## config.mk

```make
export PLATFORM = sky130hd
export DESIGN_NAME = ticket_cmd
export DESIGN_NICKNAME = d
export VERILOG_FILES = /design/src/ticket_cmd_pkg.sv /design/src/ticket_cmd.sv
export VERILOG_INCLUDE_DIRS = /design/src
export SDC_FILE = /design/constraint.sdc
export NUM_CORES = 1
export LEC_CHECK = 0
export ABC_AREA = 1
export BUFFER_PORTS_ARGS = -buffer_cell sky130_fd_sc_hd__buf_2
export CORE_ASPECT_RATIO = 0.6
export CORE_MARGIN = 2
export CORE_UTILIZATION = 40
export DETAILED_ROUTE_END_ITERATION = 16
export GPL_ROUTABILITY_DRIVEN = 0
export PLACE_DENSITY_LB_ADDON = 0.12
export SLEW_MARGIN = 30
export SYNTH_ARGS = -nofsm -noshare
export SYNTH_HDL_FRONTEND = slang
export SYNTH_SLANG_ARGS = --single-unit
```

## constraint.sdc

```tcl
create_clock -name aclk -period 4.9 [get_ports aclk]
set_input_delay 0 -clock aclk [delete_from_list [all_inputs] [get_ports aclk]]
set_output_delay 0 -clock aclk [all_outputs]
set_load 0.05 [all_outputs]
```

## src/ticket_cmd_map.svh

```systemverilog
// Opcodes, frame lengths, offsets, reset values and timing counts of the ticket command block
`ifndef TICKET_CMD_MAP_SVH
`define TICKET_CMD_MAP_SVH

`define OP_INCR 8'hA5
`define OP_READ 8'h39
`define OP_PWD 8'h1B
`define OP_SIG 8'h3C
`define OP_TEAR 8'h3E
`define OP_VCS 8'h4B

`define LEN_INCR 5'h08
`define LEN_SHORT 5'h04
`define LEN_PWD 5'h07
`define LEN_VCS 5'h17

`define SEL_MAX 8'h02
`define CNT_FINAL 24'h0FFFFF
`define TEAR_OK 8'hBD
`define ACK_CODE 4'hA
`define NAK_ARG 4'h0
`define NAK_CRC 4'h1
`define CRC_INIT 16'h6363
`define SIG_LEN 6'h20

`define CLK_NS 10
`define BIT_NS 9440
`define RESP_BITS 9
`define COMMIT_CYC 3'h4

`define OFS_CONFIG 5'h00
`define OFS_PASSWORD 5'h04
`define OFS_ANSWER 5'h08
`define OFS_STATUS 5'h0C
`define OFS_COUNT0 5'h10
`define OFS_COUNT2 5'h18

`define RST_START 8'hFF
`define RST_PWD 32'hFFFFFFFF
`endif

```

## src/ticket_cmd_pkg.sv

```systemverilog
// Types shared by the ticket command block
package ticket_cmd_pkg;
  typedef struct packed {
    logic [2:0] limit;
    logic protect_level_bit;
    logic [7:0] start;
  } cfg_t;

  typedef struct packed {
    logic valid;
    logic last;
    logic nibble;
    logic [7:0] data;
  } tx_t;

  typedef struct packed {
    logic valid;
    logic [7:0] data;
  } rx_t;

  typedef enum logic [2:0] {
    ST_RX, ST_CHECK, ST_COMMIT, ST_WAIT, ST_SEND
  } state_t;

  typedef enum logic [1:0] {
    K_NONE, K_INCR, K_FAIL
  } commit_t;
endpackage

```

## src/ticket_cmd.sv

```systemverilog
// Command interpreter for counters, password, signature, tear check, card select
//
// Register access over AXI4-Lite and the register addresses were chosen for this implementation.
`timescale 1ns/10ps
`include "ticket_cmd_map.svh"
// Contract
// - Increment is A5h, selector 00h-02h, then four amount bytes.
// - Only the low three amount bytes count; the top byte is dropped.
// - Counter stops at its final value; no increment passes it.
// - An increment beyond the final value gets NAK, counter untouched.
// - Zero increment is accepted and changes nothing.
// - Amount arrives least significant byte first; third byte is last used.
// - Increment commit is tear safe; a cut leaves the old value.
// - Answers start no sooner than nine bit times after frame end.
// - Password check is 1Bh plus four bytes; match returns two bytes.
// - Start page byte marks the first guarded page.
// - Level bit picks write-only or read and write guarding.
// - With nonzero limit, failed checks are counted tear safe.
// - At the limit, guarded access is refused for good.
// - Signature read is 3Ch, argument 00h, answer 32 bytes.
// - Signature is fixed at build; nothing changes it.
// - Tear check is 3Eh with selector; answer is one flag byte.
// - Flag BDh means no tearing; other values mean a tear.
// - After a tear a counter read gives the last committed value.
// - Card select is 4Bh with 16 and 4 bytes; only length checked.
// - Card select answers one card type byte.
// - Every frame ends in a two-byte CRC that the device checks.
// - Unauthenticated writes at or above start page are refused.
// - Counter read is 39h with selector; answer three bytes.
// - Counters read whatever the protection state.
module ticket_cmd #(
  parameter int RESP_DELAY_CYC =
    (`RESP_BITS * `BIT_NS + `CLK_NS - 1) / `CLK_NS,
  parameter logic [255:0] SIG_VALUE = {8{32'h5A5AC3C3}}, // Arbitrary value
  parameter logic [7:0] CARD_TYPE = 8'h01 // Arbitrary value
) (
  input wire logic aclk, // Clock
  input wire logic aresetn, // Sync reset
  input wire logic [4:0] awaddr, // Write address
  input wire logic awvalid, // Write address valid
  output logic awready, // Write address ready
  input wire logic [31:0] wdata, // Write data
  input wire logic [3:0] wstrb, // Byte strobes
  input wire logic wvalid, // Write data valid
  output logic wready, // Write data ready
  output logic [1:0] bresp, // Write response
  output logic bvalid, // Write response valid
  input wire logic bready, // Write response ready
  input wire logic [4:0] araddr, // Read address
  input wire logic arvalid, // Read address valid
  output logic arready, // Read address ready
  output logic [31:0] rdata, // Read data
  output logic [1:0] rresp, // Read response
  output logic rvalid, // Read data valid
  input wire logic rready, // Read data ready
  input wire ticket_cmd_pkg::rx_t rx, // Received byte
  input wire logic rx_end, // Frame end pulse
  input wire logic field_lost, // Power cut level
  input wire logic session_end, // Drop authentication
  output ticket_cmd_pkg::tx_t tx, // Answer byte or nibble
  input wire logic tx_ready, // Framer takes tx
  input wire logic [7:0] page, // Page of access query
  input wire logic page_write, // Query is a write
  output logic page_ok // Query allowed
);
  import ticket_cmd_pkg::*;

  // ****************************************
  // Registers
  // ****************************************
  cfg_t cfg_reg;
  logic [31:0] pwd_reg;
  logic [15:0] pack_reg;
  logic [23:0] cnt_reg [0:2];
  logic [2:0] torn_reg;
  logic [2:0] fails_reg;
  logic auth_reg;
  logic locked;
  state_t state_reg;
  commit_t kind_reg;
  logic [4:0] len_reg;
  logic [7:0] op_reg;
  logic [7:0] arg_reg [0:4];
  logic [15:0] crc_reg;
  logic [13:0] wait_reg;
  logic [2:0] hold_reg;
  logic [1:0] sel_reg;
  logic [23:0] sum_reg;
  logic [7:0] buf_reg [0:31];
  logic [5:0] tlen_reg;
  logic [5:0] tidx_reg;
  logic tnib_reg;
  logic [3:0] code_reg;

  // ****************************************
  // Frame check
  // ****************************************
  function automatic logic [15:0] crc_step(
    input logic [15:0] c,
    input logic [7:0] d
  );
    logic [7:0] ch;
    ch = d ^ c[7:0];
    ch = ch ^ {ch[3:0], 4'h0};
    crc_step = {8'h00, c[15:8]} ^ {ch, 8'h00}
      ^ {5'h00, ch, 3'h0} ^ {12'h000, ch[7:4]};
  endfunction

  logic [7:0] sel_byte;
  logic [24:0] sum_full;
  logic len_ok;
  assign sel_byte = arg_reg[0];
  // Amount bytes 1..3 LSB first, byte 4 dropped
  assign sum_full = {1'b0, cnt_reg[sel_byte[1:0]]}
    + {1'b0, arg_reg[3], arg_reg[2], arg_reg[1]};
  assign locked = (cfg_reg.limit != 3'h0)
    && (fails_reg >= cfg_reg.limit);

  always_comb begin
    case (op_reg)
      `OP_INCR: len_ok = (len_reg == `LEN_INCR);
      `OP_PWD: len_ok = (len_reg == `LEN_PWD);
      `OP_VCS: len_ok = (len_reg == `LEN_VCS);
      default: len_ok = (len_reg == `LEN_SHORT);
    endcase
  end

  // ****************************************
  // Receive
  // ****************************************
  always_ff @(posedge aclk) begin
    if (!aresetn) begin
      len_reg <= 5'h00;
      op_reg <= 8'h00;
      crc_reg <= `CRC_INIT;
    end else if (state_reg == ST_RX && rx.valid) begin
      crc_reg <= crc_step(crc_reg, rx.data);
      if (len_reg != 5'h1F) begin
        len_reg <= len_reg + 5'h01;
      end
      if (len_reg == 5'h00) begin
        op_reg <= rx.data;
      end
    end else if (state_reg == ST_SEND) begin
      len_reg <= 5'h00;
      crc_reg <= `CRC_INIT;
    end else if (state_reg == ST_RX && rx_end) begin
      len_reg <= 5'h00;
      crc_reg <= `CRC_INIT;
    end
  end

  generate
    for (genvar i = 0; i < 5; i++) begin : g_arg
      always_ff @(posedge aclk) begin
        if (!aresetn) begin
          arg_reg[i] <= 8'h00;
        end else if (state_reg == ST_RX && rx.valid
            && len_reg == 5'(i + 1)) begin
          arg_reg[i] <= rx.data;
        end
      end
    end
  endgenerate

  // ****************************************
  // Command sequencer
  // ****************************************
  always_ff @(posedge aclk) begin
    if (!aresetn) begin
      state_reg <= ST_RX;
      wait_reg <= 14'h0000;
    end else begin
      case (state_reg)
        ST_RX: begin
          wait_reg <= 14'h0000;
          if (rx_end && len_reg != 5'h00) begin
            state_reg <= ST_CHECK;
          end
        end
        ST_CHECK: begin
          wait_reg <= wait_reg + 14'h0001;
          state_reg <= (kind_reg != K_NONE) ? ST_COMMIT : ST_WAIT;
        end
        ST_COMMIT: begin
          wait_reg <= wait_reg + 14'h0001;
          if (field_lost) begin
            state_reg <= ST_RX;
          end else if (hold_reg == `COMMIT_CYC) begin
            state_reg <= ST_WAIT;
          end
        end
        ST_WAIT: begin
          if (wait_reg >= 14'(RESP_DELAY_CYC - 1)) begin
            state_reg <= ST_SEND;
          end else begin
            wait_reg <= wait_reg + 14'h0001;
          end
        end
        ST_SEND: begin
          if (tx.valid && tx.last && tx_ready) begin
            state_reg <= ST_RX;
          end
        end
        default: state_reg <= ST_RX;
      endcase
    end
  end

  // ****************************************
  // Decode and answer
  // ****************************************
  always_ff @(posedge aclk) begin
    if (!aresetn) begin
      kind_reg <= K_NONE;
      tlen_reg <= 6'h00;
      tnib_reg <= 1'b0;
      code_reg <= `NAK_ARG;
      sel_reg <= 2'h0;
      sum_reg <= 24'h000000;
    end else if (state_reg == ST_RX && rx_end) begin
      kind_reg <= K_NONE;
      tnib_reg <= 1'b1;
      code_reg <= `NAK_ARG;
      tlen_reg <= 6'h01;
      sel_reg <= sel_byte[1:0];
      sum_reg <= sum_full[23:0];
      if (crc_reg != 16'h0000) begin
        code_reg <= `NAK_CRC;
      end else if (!len_ok) begin
        code_reg <= `NAK_ARG;
      end else begin
        case (op_reg)
          `OP_INCR: begin
            if (sel_byte <= `SEL_MAX
                && sum_full <= {1'b0, `CNT_FINAL}) begin
              code_reg <= `ACK_CODE;
              kind_reg <= K_INCR;
            end
          end
          `OP_READ: begin
            if (sel_byte <= `SEL_MAX) begin
              tnib_reg <= 1'b0;
              tlen_reg <= 6'h03;
            end
          end
          `OP_PWD: begin
            if (!locked && {arg_reg[3], arg_reg[2],
                arg_reg[1], arg_reg[0]} == pwd_reg) begin
              tnib_reg <= 1'b0;
              tlen_reg <= 6'h02;
            end else if (!locked && cfg_reg.limit != 3'h0) begin
              kind_reg <= K_FAIL;
            end
          end
          `OP_SIG: begin
            if (sel_byte == 8'h00) begin
              tnib_reg <= 1'b0;
              tlen_reg <= `SIG_LEN;
            end
          end
          `OP_TEAR: begin
            if (sel_byte <= `SEL_MAX) begin
              tnib_reg <= 1'b0;
              tlen_reg <= 6'h01;
            end
          end
          `OP_VCS: begin
            tnib_reg <= 1'b0;
            tlen_reg <= 6'h01;
          end
          default: code_reg <= `NAK_ARG;
        endcase
      end
    end
  end

  // Answer bytes are captured in ST_CHECK, one cycle after the frame is judged
  always_ff @(posedge aclk) begin
    if (!aresetn) begin
      for (int i = 0; i < 32; i++) begin
        buf_reg[i] <= 8'h00;
      end
    end else if (state_reg == ST_CHECK) begin
      case (op_reg)
        `OP_READ: begin
          buf_reg[0] <= cnt_reg[sel_reg][7:0];
          buf_reg[1] <= cnt_reg[sel_reg][15:8];
          buf_reg[2] <= cnt_reg[sel_reg][23:16];
        end
        `OP_PWD: begin
          buf_reg[0] <= pack_reg[7:0];
          buf_reg[1] <= pack_reg[15:8];
        end
        `OP_SIG: begin
          for (int i = 0; i < 32; i++) begin
            buf_reg[i] <= SIG_VALUE[8 * i +: 8];
          end
        end
        `OP_TEAR: begin
          buf_reg[0] <= torn_reg[sel_reg] ? 8'h00 : `TEAR_OK;
        end
        `OP_VCS: buf_reg[0] <= CARD_TYPE;
        default: buf_reg[0] <= 8'h00;
      endcase
    end
  end

  // ****************************************
  // Tear-safe commit
  // ****************************************
  always_ff @(posedge aclk) begin
    if (!aresetn) begin
      hold_reg <= 3'h0;
    end else if (state_reg == ST_COMMIT) begin
      hold_reg <= hold_reg + 3'h1;
    end else begin
      hold_reg <= 3'h0;
    end
  end

  // New value lands only after the full commit window
  always_ff @(posedge aclk) begin
    if (!aresetn) begin
      for (int i = 0; i < 3; i++) begin
        cnt_reg[i] <= 24'h000000;
      end
      torn_reg <= 3'h0;
    end else if (state_reg == ST_COMMIT && kind_reg == K_INCR) begin
      if (field_lost) begin
        torn_reg[sel_reg] <= 1'b1;
      end else if (hold_reg == `COMMIT_CYC) begin
        cnt_reg[sel_reg] <= sum_reg;
      end
    end
  end

  always_ff @(posedge aclk) begin
    if (!aresetn) begin
      fails_reg <= 3'h0;
    end else if (state_reg == ST_COMMIT && kind_reg == K_FAIL
        && !field_lost && hold_reg == `COMMIT_CYC) begin
      fails_reg <= fails_reg + 3'h1;
    end
  end

  always_ff @(posedge aclk) begin
    if (!aresetn) begin
      auth_reg <= 1'b0;
    end else if (state_reg == ST_CHECK && op_reg == `OP_PWD
        && !tnib_reg) begin
      auth_reg <= 1'b1;
    end else if (session_end) begin
      auth_reg <= 1'b0;
    end
  end

  // ****************************************
  // Transmit
  // ****************************************
  always_ff @(posedge aclk) begin
    if (!aresetn) begin
      tx <= '0;
      tidx_reg <= 6'h00;
    end else if (state_reg == ST_SEND) begin
      if (!tx.valid || tx_ready) begin
        tx.valid <= !(tx.valid && tx.last);
        tx.nibble <= tnib_reg;
        tx.last <= (tidx_reg + 6'h01 == tlen_reg);
        tx.data <= tnib_reg ? {4'h0, code_reg} : buf_reg[tidx_reg[4:0]];
        tidx_reg <= tidx_reg + 6'h01;
      end
    end else begin
      tx <= '0;
      tidx_reg <= 6'h00;
    end
  end

  // ****************************************
  // Page access guard
  // ****************************************
  always_ff @(posedge aclk) begin
    if (!aresetn) begin
      page_ok <= 1'b0;
    end else if (page < cfg_reg.start) begin
      page_ok <= 1'b1;
    end else if (!page_write && !cfg_reg.protect_level_bit) begin
      page_ok <= 1'b1;
    end else begin
      page_ok <= auth_reg && !locked;
    end
  end

  // ****************************************
  // Bus slave
  // ****************************************
  logic wr_hs;
  logic rd_hs;
  logic [31:0] wmask;
  assign wr_hs = awready && awvalid && wready && wvalid;
  assign rd_hs = arready && arvalid;
  assign wmask = {{8{wstrb[3]}}, {8{wstrb[2]}},
    {8{wstrb[1]}}, {8{wstrb[0]}}};

  always_ff @(posedge aclk) begin
    if (!aresetn) begin
      awready <= 1'b0;
      wready <= 1'b0;
      bvalid <= 1'b0;
      bresp <= 2'h0;
    end else begin
      awready <= awvalid && wvalid && !awready && !bvalid;
      wready <= awvalid && wvalid && !awready && !bvalid;
      if (wr_hs) begin
        bvalid <= 1'b1;
        bresp <= (awaddr <= `OFS_ANSWER) ? 2'h0 : 2'h2;
      end else if (bready) begin
        bvalid <= 1'b0;
      end
    end
  end

  always_ff @(posedge aclk) begin
    if (!aresetn) begin
      cfg_reg <= '{limit: 3'h0, protect_level_bit: 1'b0, start: `RST_START};
      pwd_reg <= `RST_PWD;
      pack_reg <= 16'h0000;
    end else if (wr_hs) begin
      case (awaddr)
        `OFS_CONFIG: cfg_reg <= 12'((12'(cfg_reg) & ~wmask[11:0])
          | (wdata[11:0] & wmask[11:0]));
        `OFS_PASSWORD: pwd_reg <= (pwd_reg & ~wmask) | (wdata & wmask);
        `OFS_ANSWER: pack_reg <= (pack_reg & ~wmask[15:0])
          | (wdata[15:0] & wmask[15:0]);
        default: pack_reg <= pack_reg;
      endcase
    end
  end

  always_ff @(posedge aclk) begin
    if (!aresetn) begin
      arready <= 1'b0;
      rvalid <= 1'b0;
      rdata <= 32'h00000000;
      rresp <= 2'h0;
    end else begin
      arready <= arvalid && !arready && !rvalid;
      if (rd_hs) begin
        rvalid <= 1'b1;
        rresp <= 2'h0;
        case (araddr)
          `OFS_CONFIG: rdata <= {20'h00000, cfg_reg};
          `OFS_PASSWORD: rdata <= 32'h00000000;
          `OFS_ANSWER: rdata <= {16'h0000, pack_reg};
          `OFS_STATUS: rdata <= {24'h000000, torn_reg,
            locked, fails_reg, auth_reg};
          default: begin
            if (araddr >= `OFS_COUNT0 && araddr <= `OFS_COUNT2
                && araddr[1:0] == 2'h0) begin
              rdata <= {8'h00, cnt_reg[araddr[3:2]]};
            end else begin
              rdata <= 32'h00000000;
              rresp <= 2'h2;
            end
          end
        endcase
      end else if (rready) begin
        rvalid <= 1'b0;
      end
    end
  end
endmodule

```

Word level (Yosys, flattened, before mapping)
Memories as Yosys holds them, arrays and structs flattened. A register that Yosys moved wholly into a read port is not among the register bits.
Index checks and enable logic that the tools add are counted.

word-level totals
  register bits after elaboration = 213
  RAM bits = 368
  output and inout bits = 53
  word-level logic and storage cells = 381
  memories kept = 3

operators by class
  add/sub/neg operators = 6
  magnitude comparators = 10
  eq/ne operators = 35
  mux-type cells = 155
  bitwise operators = 63
  reduce and logical (&&, ||, !) cells = 76

memories
  name     depth  width  read ports  clocked after memory_dff  write ports  line              source
  buf_reg  32     8      1           1                         32           ticket_cmd.sv:89  logic [7:0] buf_reg [0:31];
  cnt_reg  3      24     3           1                         3            ticket_cmd.sv:74  logic [23:0] cnt_reg [0:2];
  arg_reg  5      8      4           0                         5            ticket_cmd.sv:83  logic [7:0] arg_reg [0:4];

operators by type and width
  operator                count
  $mux W8                 47
  $pmux W24 S4            1
  $and A32 B32 Y32        2
  $mux W1                 63
  $mux W16                3
  $mux W24                2
  $or A1 B1 Y1            45
  $pmux W14 S3            1
  $logic_and A1 B1 Y1     34
  $and A16 B16 Y16        2
  $eq A32 B32 Y1          1
  $not A32 Y32            1
  $or A32 B32 Y32         1
  $mux W5                 6
  $add A24 B24 Y25        1
  $eq A5 B3 Y1 const B    5
  $le A25 B20 Y1 const B  1
  $and A12 B12 Y12        2
  $eq A8 B6 Y1 const B    3
  $mux W2                 12
  $reduce_or A24 Y1       1
  $eq A5 B4 Y1 const B    4
  $mux W6                 3
  $pmux W6 S3             1
  62 further kinds        103

Longest topological paths before layout
  depth in word-level cells = 11
  mapped depth = 22
  gate-level depth less buffers = 19

Least setup slack after synthesis
OpenSTA, ideal clock, no wires.

  path type = register to register
  from = mem arg_reg[0][0]
  to = reg sum_reg[18]
  setup time = 0.074 ns
  data arrival time = 2.867 ns
  data required time = 4.826 ns
  slack = 1.959 ns
  stages on the path, launching flop included = 20
  path buffers = 3
  clock period less this slack = 2.941 ns
  cells stage by stage = edfxtp_1 -> clkbuf_1 -> inv_1 -> clkbuf_1 -> clkbuf_1 -> nor2_1 -> o22ai_1 -> ha_1 -> inv_1 -> fa_1 -> inv_1 -> nand3_1 -> nand2_1 -> nand2_1 -> nand2_1 -> nand2_1 -> nand3_1 -> nand3_1 -> a21o_1 -> a31oi_1

RTL lines
  item                  line               source
  start, declared       ticket_cmd.sv:83
  end signal, assigned  ticket_cmd.sv:227  sum_reg <= sum_full[23:0];
  end, declared         ticket_cmd.sv:88   logic [23:0] sum_reg;

==> results.py <==
metrics = {
    "worst_setup_path": {
        "critPathMaxStageDelay_ps": 410,
        "endpoint": "sum_reg[14]$_SDFFE_PN0P_",
        "crit_start": "arg_reg[0][1]$_SDFFCE_PN0P_",
        "crit_slowest_cell": "fa_1",
        "ff2ff_setup_slack_ps": 1560,
        "r2r-end": "sum_reg[14]$_SDFFE_PN0P_",
        "path_cells": "clkinv_1 > buf_4 > o21ai_0 > o22ai_1 > ha_1 > inv_1 > fa_1 > inv_1 > nand3_1 > nand2_1 > nand2_1 > nand2_1 > nand2_1 > nand3_1 > nand2_1 > a21oi_1 > nor2_1 > nand2_1 > nand2_1 > inv_1",
        "critPathMaxFanout": 28,
        "endpoint_kind": "flop",
        "path_buf_inv": 5,
        "arrival_ps": 3850,
        "start_kind": "flop",
        "r2r-start": "arg_reg[0][1]$_SDFFCE_PN0P_",
        "path_class": "reg -> reg",
        "critPathRequiredTime_ps": 5410,
        "worst-r2r-cell-count": 20,
        "cp.depth": 20,
        "critPathTopFamily": "simple AND/OR/NAND/NOR gates",
        "crit_top_cell": "nand2_1",
    },
    "logic_synthesis": {
        "synthDominantCellAreaShare_pct": 24.32,
        "synth_edf_count": 153,
        "ys_seq_area_share_pct": 46.15,
        "yosysMostFrequentCell": "nand2_1",
        "ys_ff_latch": 359,
        "synth_area_um2": 18890,
        "synthTopCellsByCount": "nand2_1 (513), nor2_1 (289), inv_1 (283)",
        "yosys-top-cells-area": "edfxtp_1 (24%), dfxtp_1 (22%), nand2_1 (10%)",
        "syn_inst": 2481,
        "synthDistinctLibCells": 51,
        "yosysWarnings": 0,
        "synth_top_cell_by_area": "edfxtp_1",
        "ys.flop_type": "dfxtp_1",
        "async_flop_share_pct": 0,
        "avgSynthCellArea_um2": 7.614,
    },
    "timing": {
        "setup_viol": 0,
        "fin_crit_ps": 3343,
        "slew_viol_final": 0,
        "slew-limit-headroom_pct": 39.29,
        "rsz0062_at_grt": "no",
        "max_freq_mhz": 299.1,
        "worst_pin_slew_ps": 908.4,
        "finalCritPeriodShare_pct": 68.23,
        "skew_ps": 23.16,
        "final_hold_viol_count": 0,
        "setup_tns_ps": 0,
    },
    "pwr": {
        "ir_drop_v": 0.0002107,
        "power.switching_uw": 2909,
        "combPwrFrac_pct": 23.4,
        "p_seq_share_pct": 41.2,
        "swShare_pct": 33.57,
        "clock_power_share_pct": 35.4,
        "power_per_cell_area_nw_per_um2": 394.3,
        "power_leakage_uw": 0.009344,
        "internal_power_uw": 5758,
    },
    "grt": {
        "antenna_found_initial": 2,
        "grt-ovfl-total": 0,
        "grt_max_degree": 67,
        "grt_pass1_vias": 16310,
        "grt_usage_pct": 28.18,
        "grt_first_pass_wirelength_mm": 103.7,
    },
    "die": {
        "dieArea_um2": 49040,
        "boundaryPins": 128,
        "core_area_um2": 46480,
        "placementRows": 61,
        "die_w_um": 284.6,
        "start_util_pct": 40.64,
        "floorplan.die.height_um": 172.3,
    },
    "detailed_routing": {
        "drt_iter0_drc": 2151,
        "drc_errors": 0,
        "vias_per_cell": 5.520,
        "routedWlPerCell_um": 21.40,
        "drt_wl_total_mm": 70.40,
        "drt_pre_antenna_iters": 6,
        "postRouteAntennaNets": 0,
        "via_count": 18160,
    },
    "layout": {
        "areaGrowthSynthToFinish_pct": 16.37,
        "fillerInstances": 4591,
        "fin_area_um2": 21980,
        "layout.nets": 2751,
        "diodes": 0,
        "final_layout_size_suffix_gt1_share_pct": 8.797,
    },
    "place": {
        "placed_cell_area_um2": 20030,
        "dp_hpwl_mm": 51.35,
        "portBuffers": 117,
    },
    "clock_network": {
        "clock-root-buffer": "clkbuf_16",
        "clk_latency_ps": 560,
        "cts_resized": 0,
        "cts.sinks": 359,
        "path_clk_slew_ps": 80,
        "cts_tree": "done",
        "clockBufferDepth": 3,
        "htree_levels": 2,
        "cts_buffers": 37,
    },
    "status": {
        "status": "finished clean",
    },
    "run": {
        "drv_cap": 0,
    },
    "worst_hold_path": {
        "min_path_type": "in -> reg",
    },
}
cell families (layout without fill, tap and decap cells):
| kind of cell | count (synthesis) | after routing | share of synthesized area (%) |
|---|---|---|---|
| simple gates | 994 | 994 | 21.82 |
| compound gates | 614 | 614 | 17.51 |
| fa+ha+maj | 45 | 45 | 3.020 |
| xor+xnor | 68 | 68 | 3.153 |
| buf+inv | 399 | 569 | 8.266 |
| other cells | 1 | 10 | 0.01985 |
| mux | 1 | 1 | 0.05299 |
| flops | 359 | 359 | 46.15 |
worst reg2reg max path, stage by stage, from the launching register on:
cell,delay [ps]
edfxtp_1,400
clkinv_1,180
buf_4,370
o21ai_0,190
o22ai_1,180
ha_1,250
inv_1,80
fa_1,410
inv_1,70
nand3_1,60
nand2_1,200
nand2_1,100
nand2_1,130
nand2_1,70
nand3_1,150
nand2_1,100
a21oi_1,130
nor2_1,50
nand2_1,70
nand2_1,50
inv_1,50
cells in the final DEF, fill, tap and decap left out, drive strengths merged, types with 2 or more instances in the layout:
cell	n
nand2	513
nor2	296
inv	289
a21oi	259
o21ai	247
dfxtp	206
edfxtp	153
buf	141
nand3	110
dlygate4sd3	67
clkbuf	51
ha	44
xnor2	43
o22ai	32
nor3	26
xor2	25
nand4	22
a22oi	20
o211ai	17
clkinv	16
or2	14
a31oi	14
conb	10
nor4	10
bufinv	5
a311oi	4
o31ai	4
nand3b	3
a21o	3
a221oi	2
o221ai	2
o21bai	2
o21a	2
routing by layer:
layer  up-vias  track usage [%]  wire length (um)
li1       8557                -                 -
met1      8557            42.61             32740
met2       960            38.98             27080
met3        88            8.391              9137
met4         0            5.858              1442
met5         -                0                 0
worst min-delay path by stage:
| stage | start | to | slack, ps | cells after the start |
|---|---|---|---|---|
| 2_1_floorplan | wdata[19] | flop | 110 | 2 |
| 3_3_place_gp | wdata[19] | flop | 200 | 3 |
| 3_5_place_dp | wdata[17] | flop | 200 | 3 |
| 4_1_cts | wstrb[2] | flop | 0.4 | 4 |
| 5_1_grt | wstrb[2] | flop | 30 | 4 |
| 6_report | wstrb[2] | flop | 0.6 | 4 |
power groups by stage:
stage                     clock network, uW  logic, uW  registers (uW)
after detailed placement                  0       1920            3630
after CTS                              3090       1970            3560
final                                  3070       2030            3570
after global routing                   3220       2220            3590
after floorplan                           0       1350            3570
after global placement                    0       1910            3620
what timing repair did:
action                                 CTS  global route
endpoints found under the hold margin  113             0
hold buffers                            67             0
buffers inserted                         0             0
stage by stage:
| step | std cells | hold slack [ps] | utilization (%) | power (uW) | setup WS (ps) |
|---|---|---|---|---|---|
| finish | 3290 | 0.6481 | 47.30 | 8667 | 1557 |
| global route | 3290 | 30.83 | 47.30 | 9036 | 1377 |
| floorplan | 2490 | 113.2 | - | 4913 | 1959 |
| CTS | 3290 | 0.3648 | 47.29 | 8619 | 1639 |
| detailed placement | 3155 | 203.0 | 43.09 | 5546 | 1677 |
| global placement | 3155 | 204.0 | 43.08 | 5529 | 1797 |
final cells by class:
cell class,count,area [um2],area share (%)
clock buffers,51,1072,4.878
clock inverters,17,206.4,0.9391
inverters,293,1101,5.009
multi-input cells,1732,8658,39.39
flip-flops and latches,359,8718,39.66
well taps,630,788.3,3.586
repair buffers,208,1439,6.545
Power figures use the tool's default switching activity.
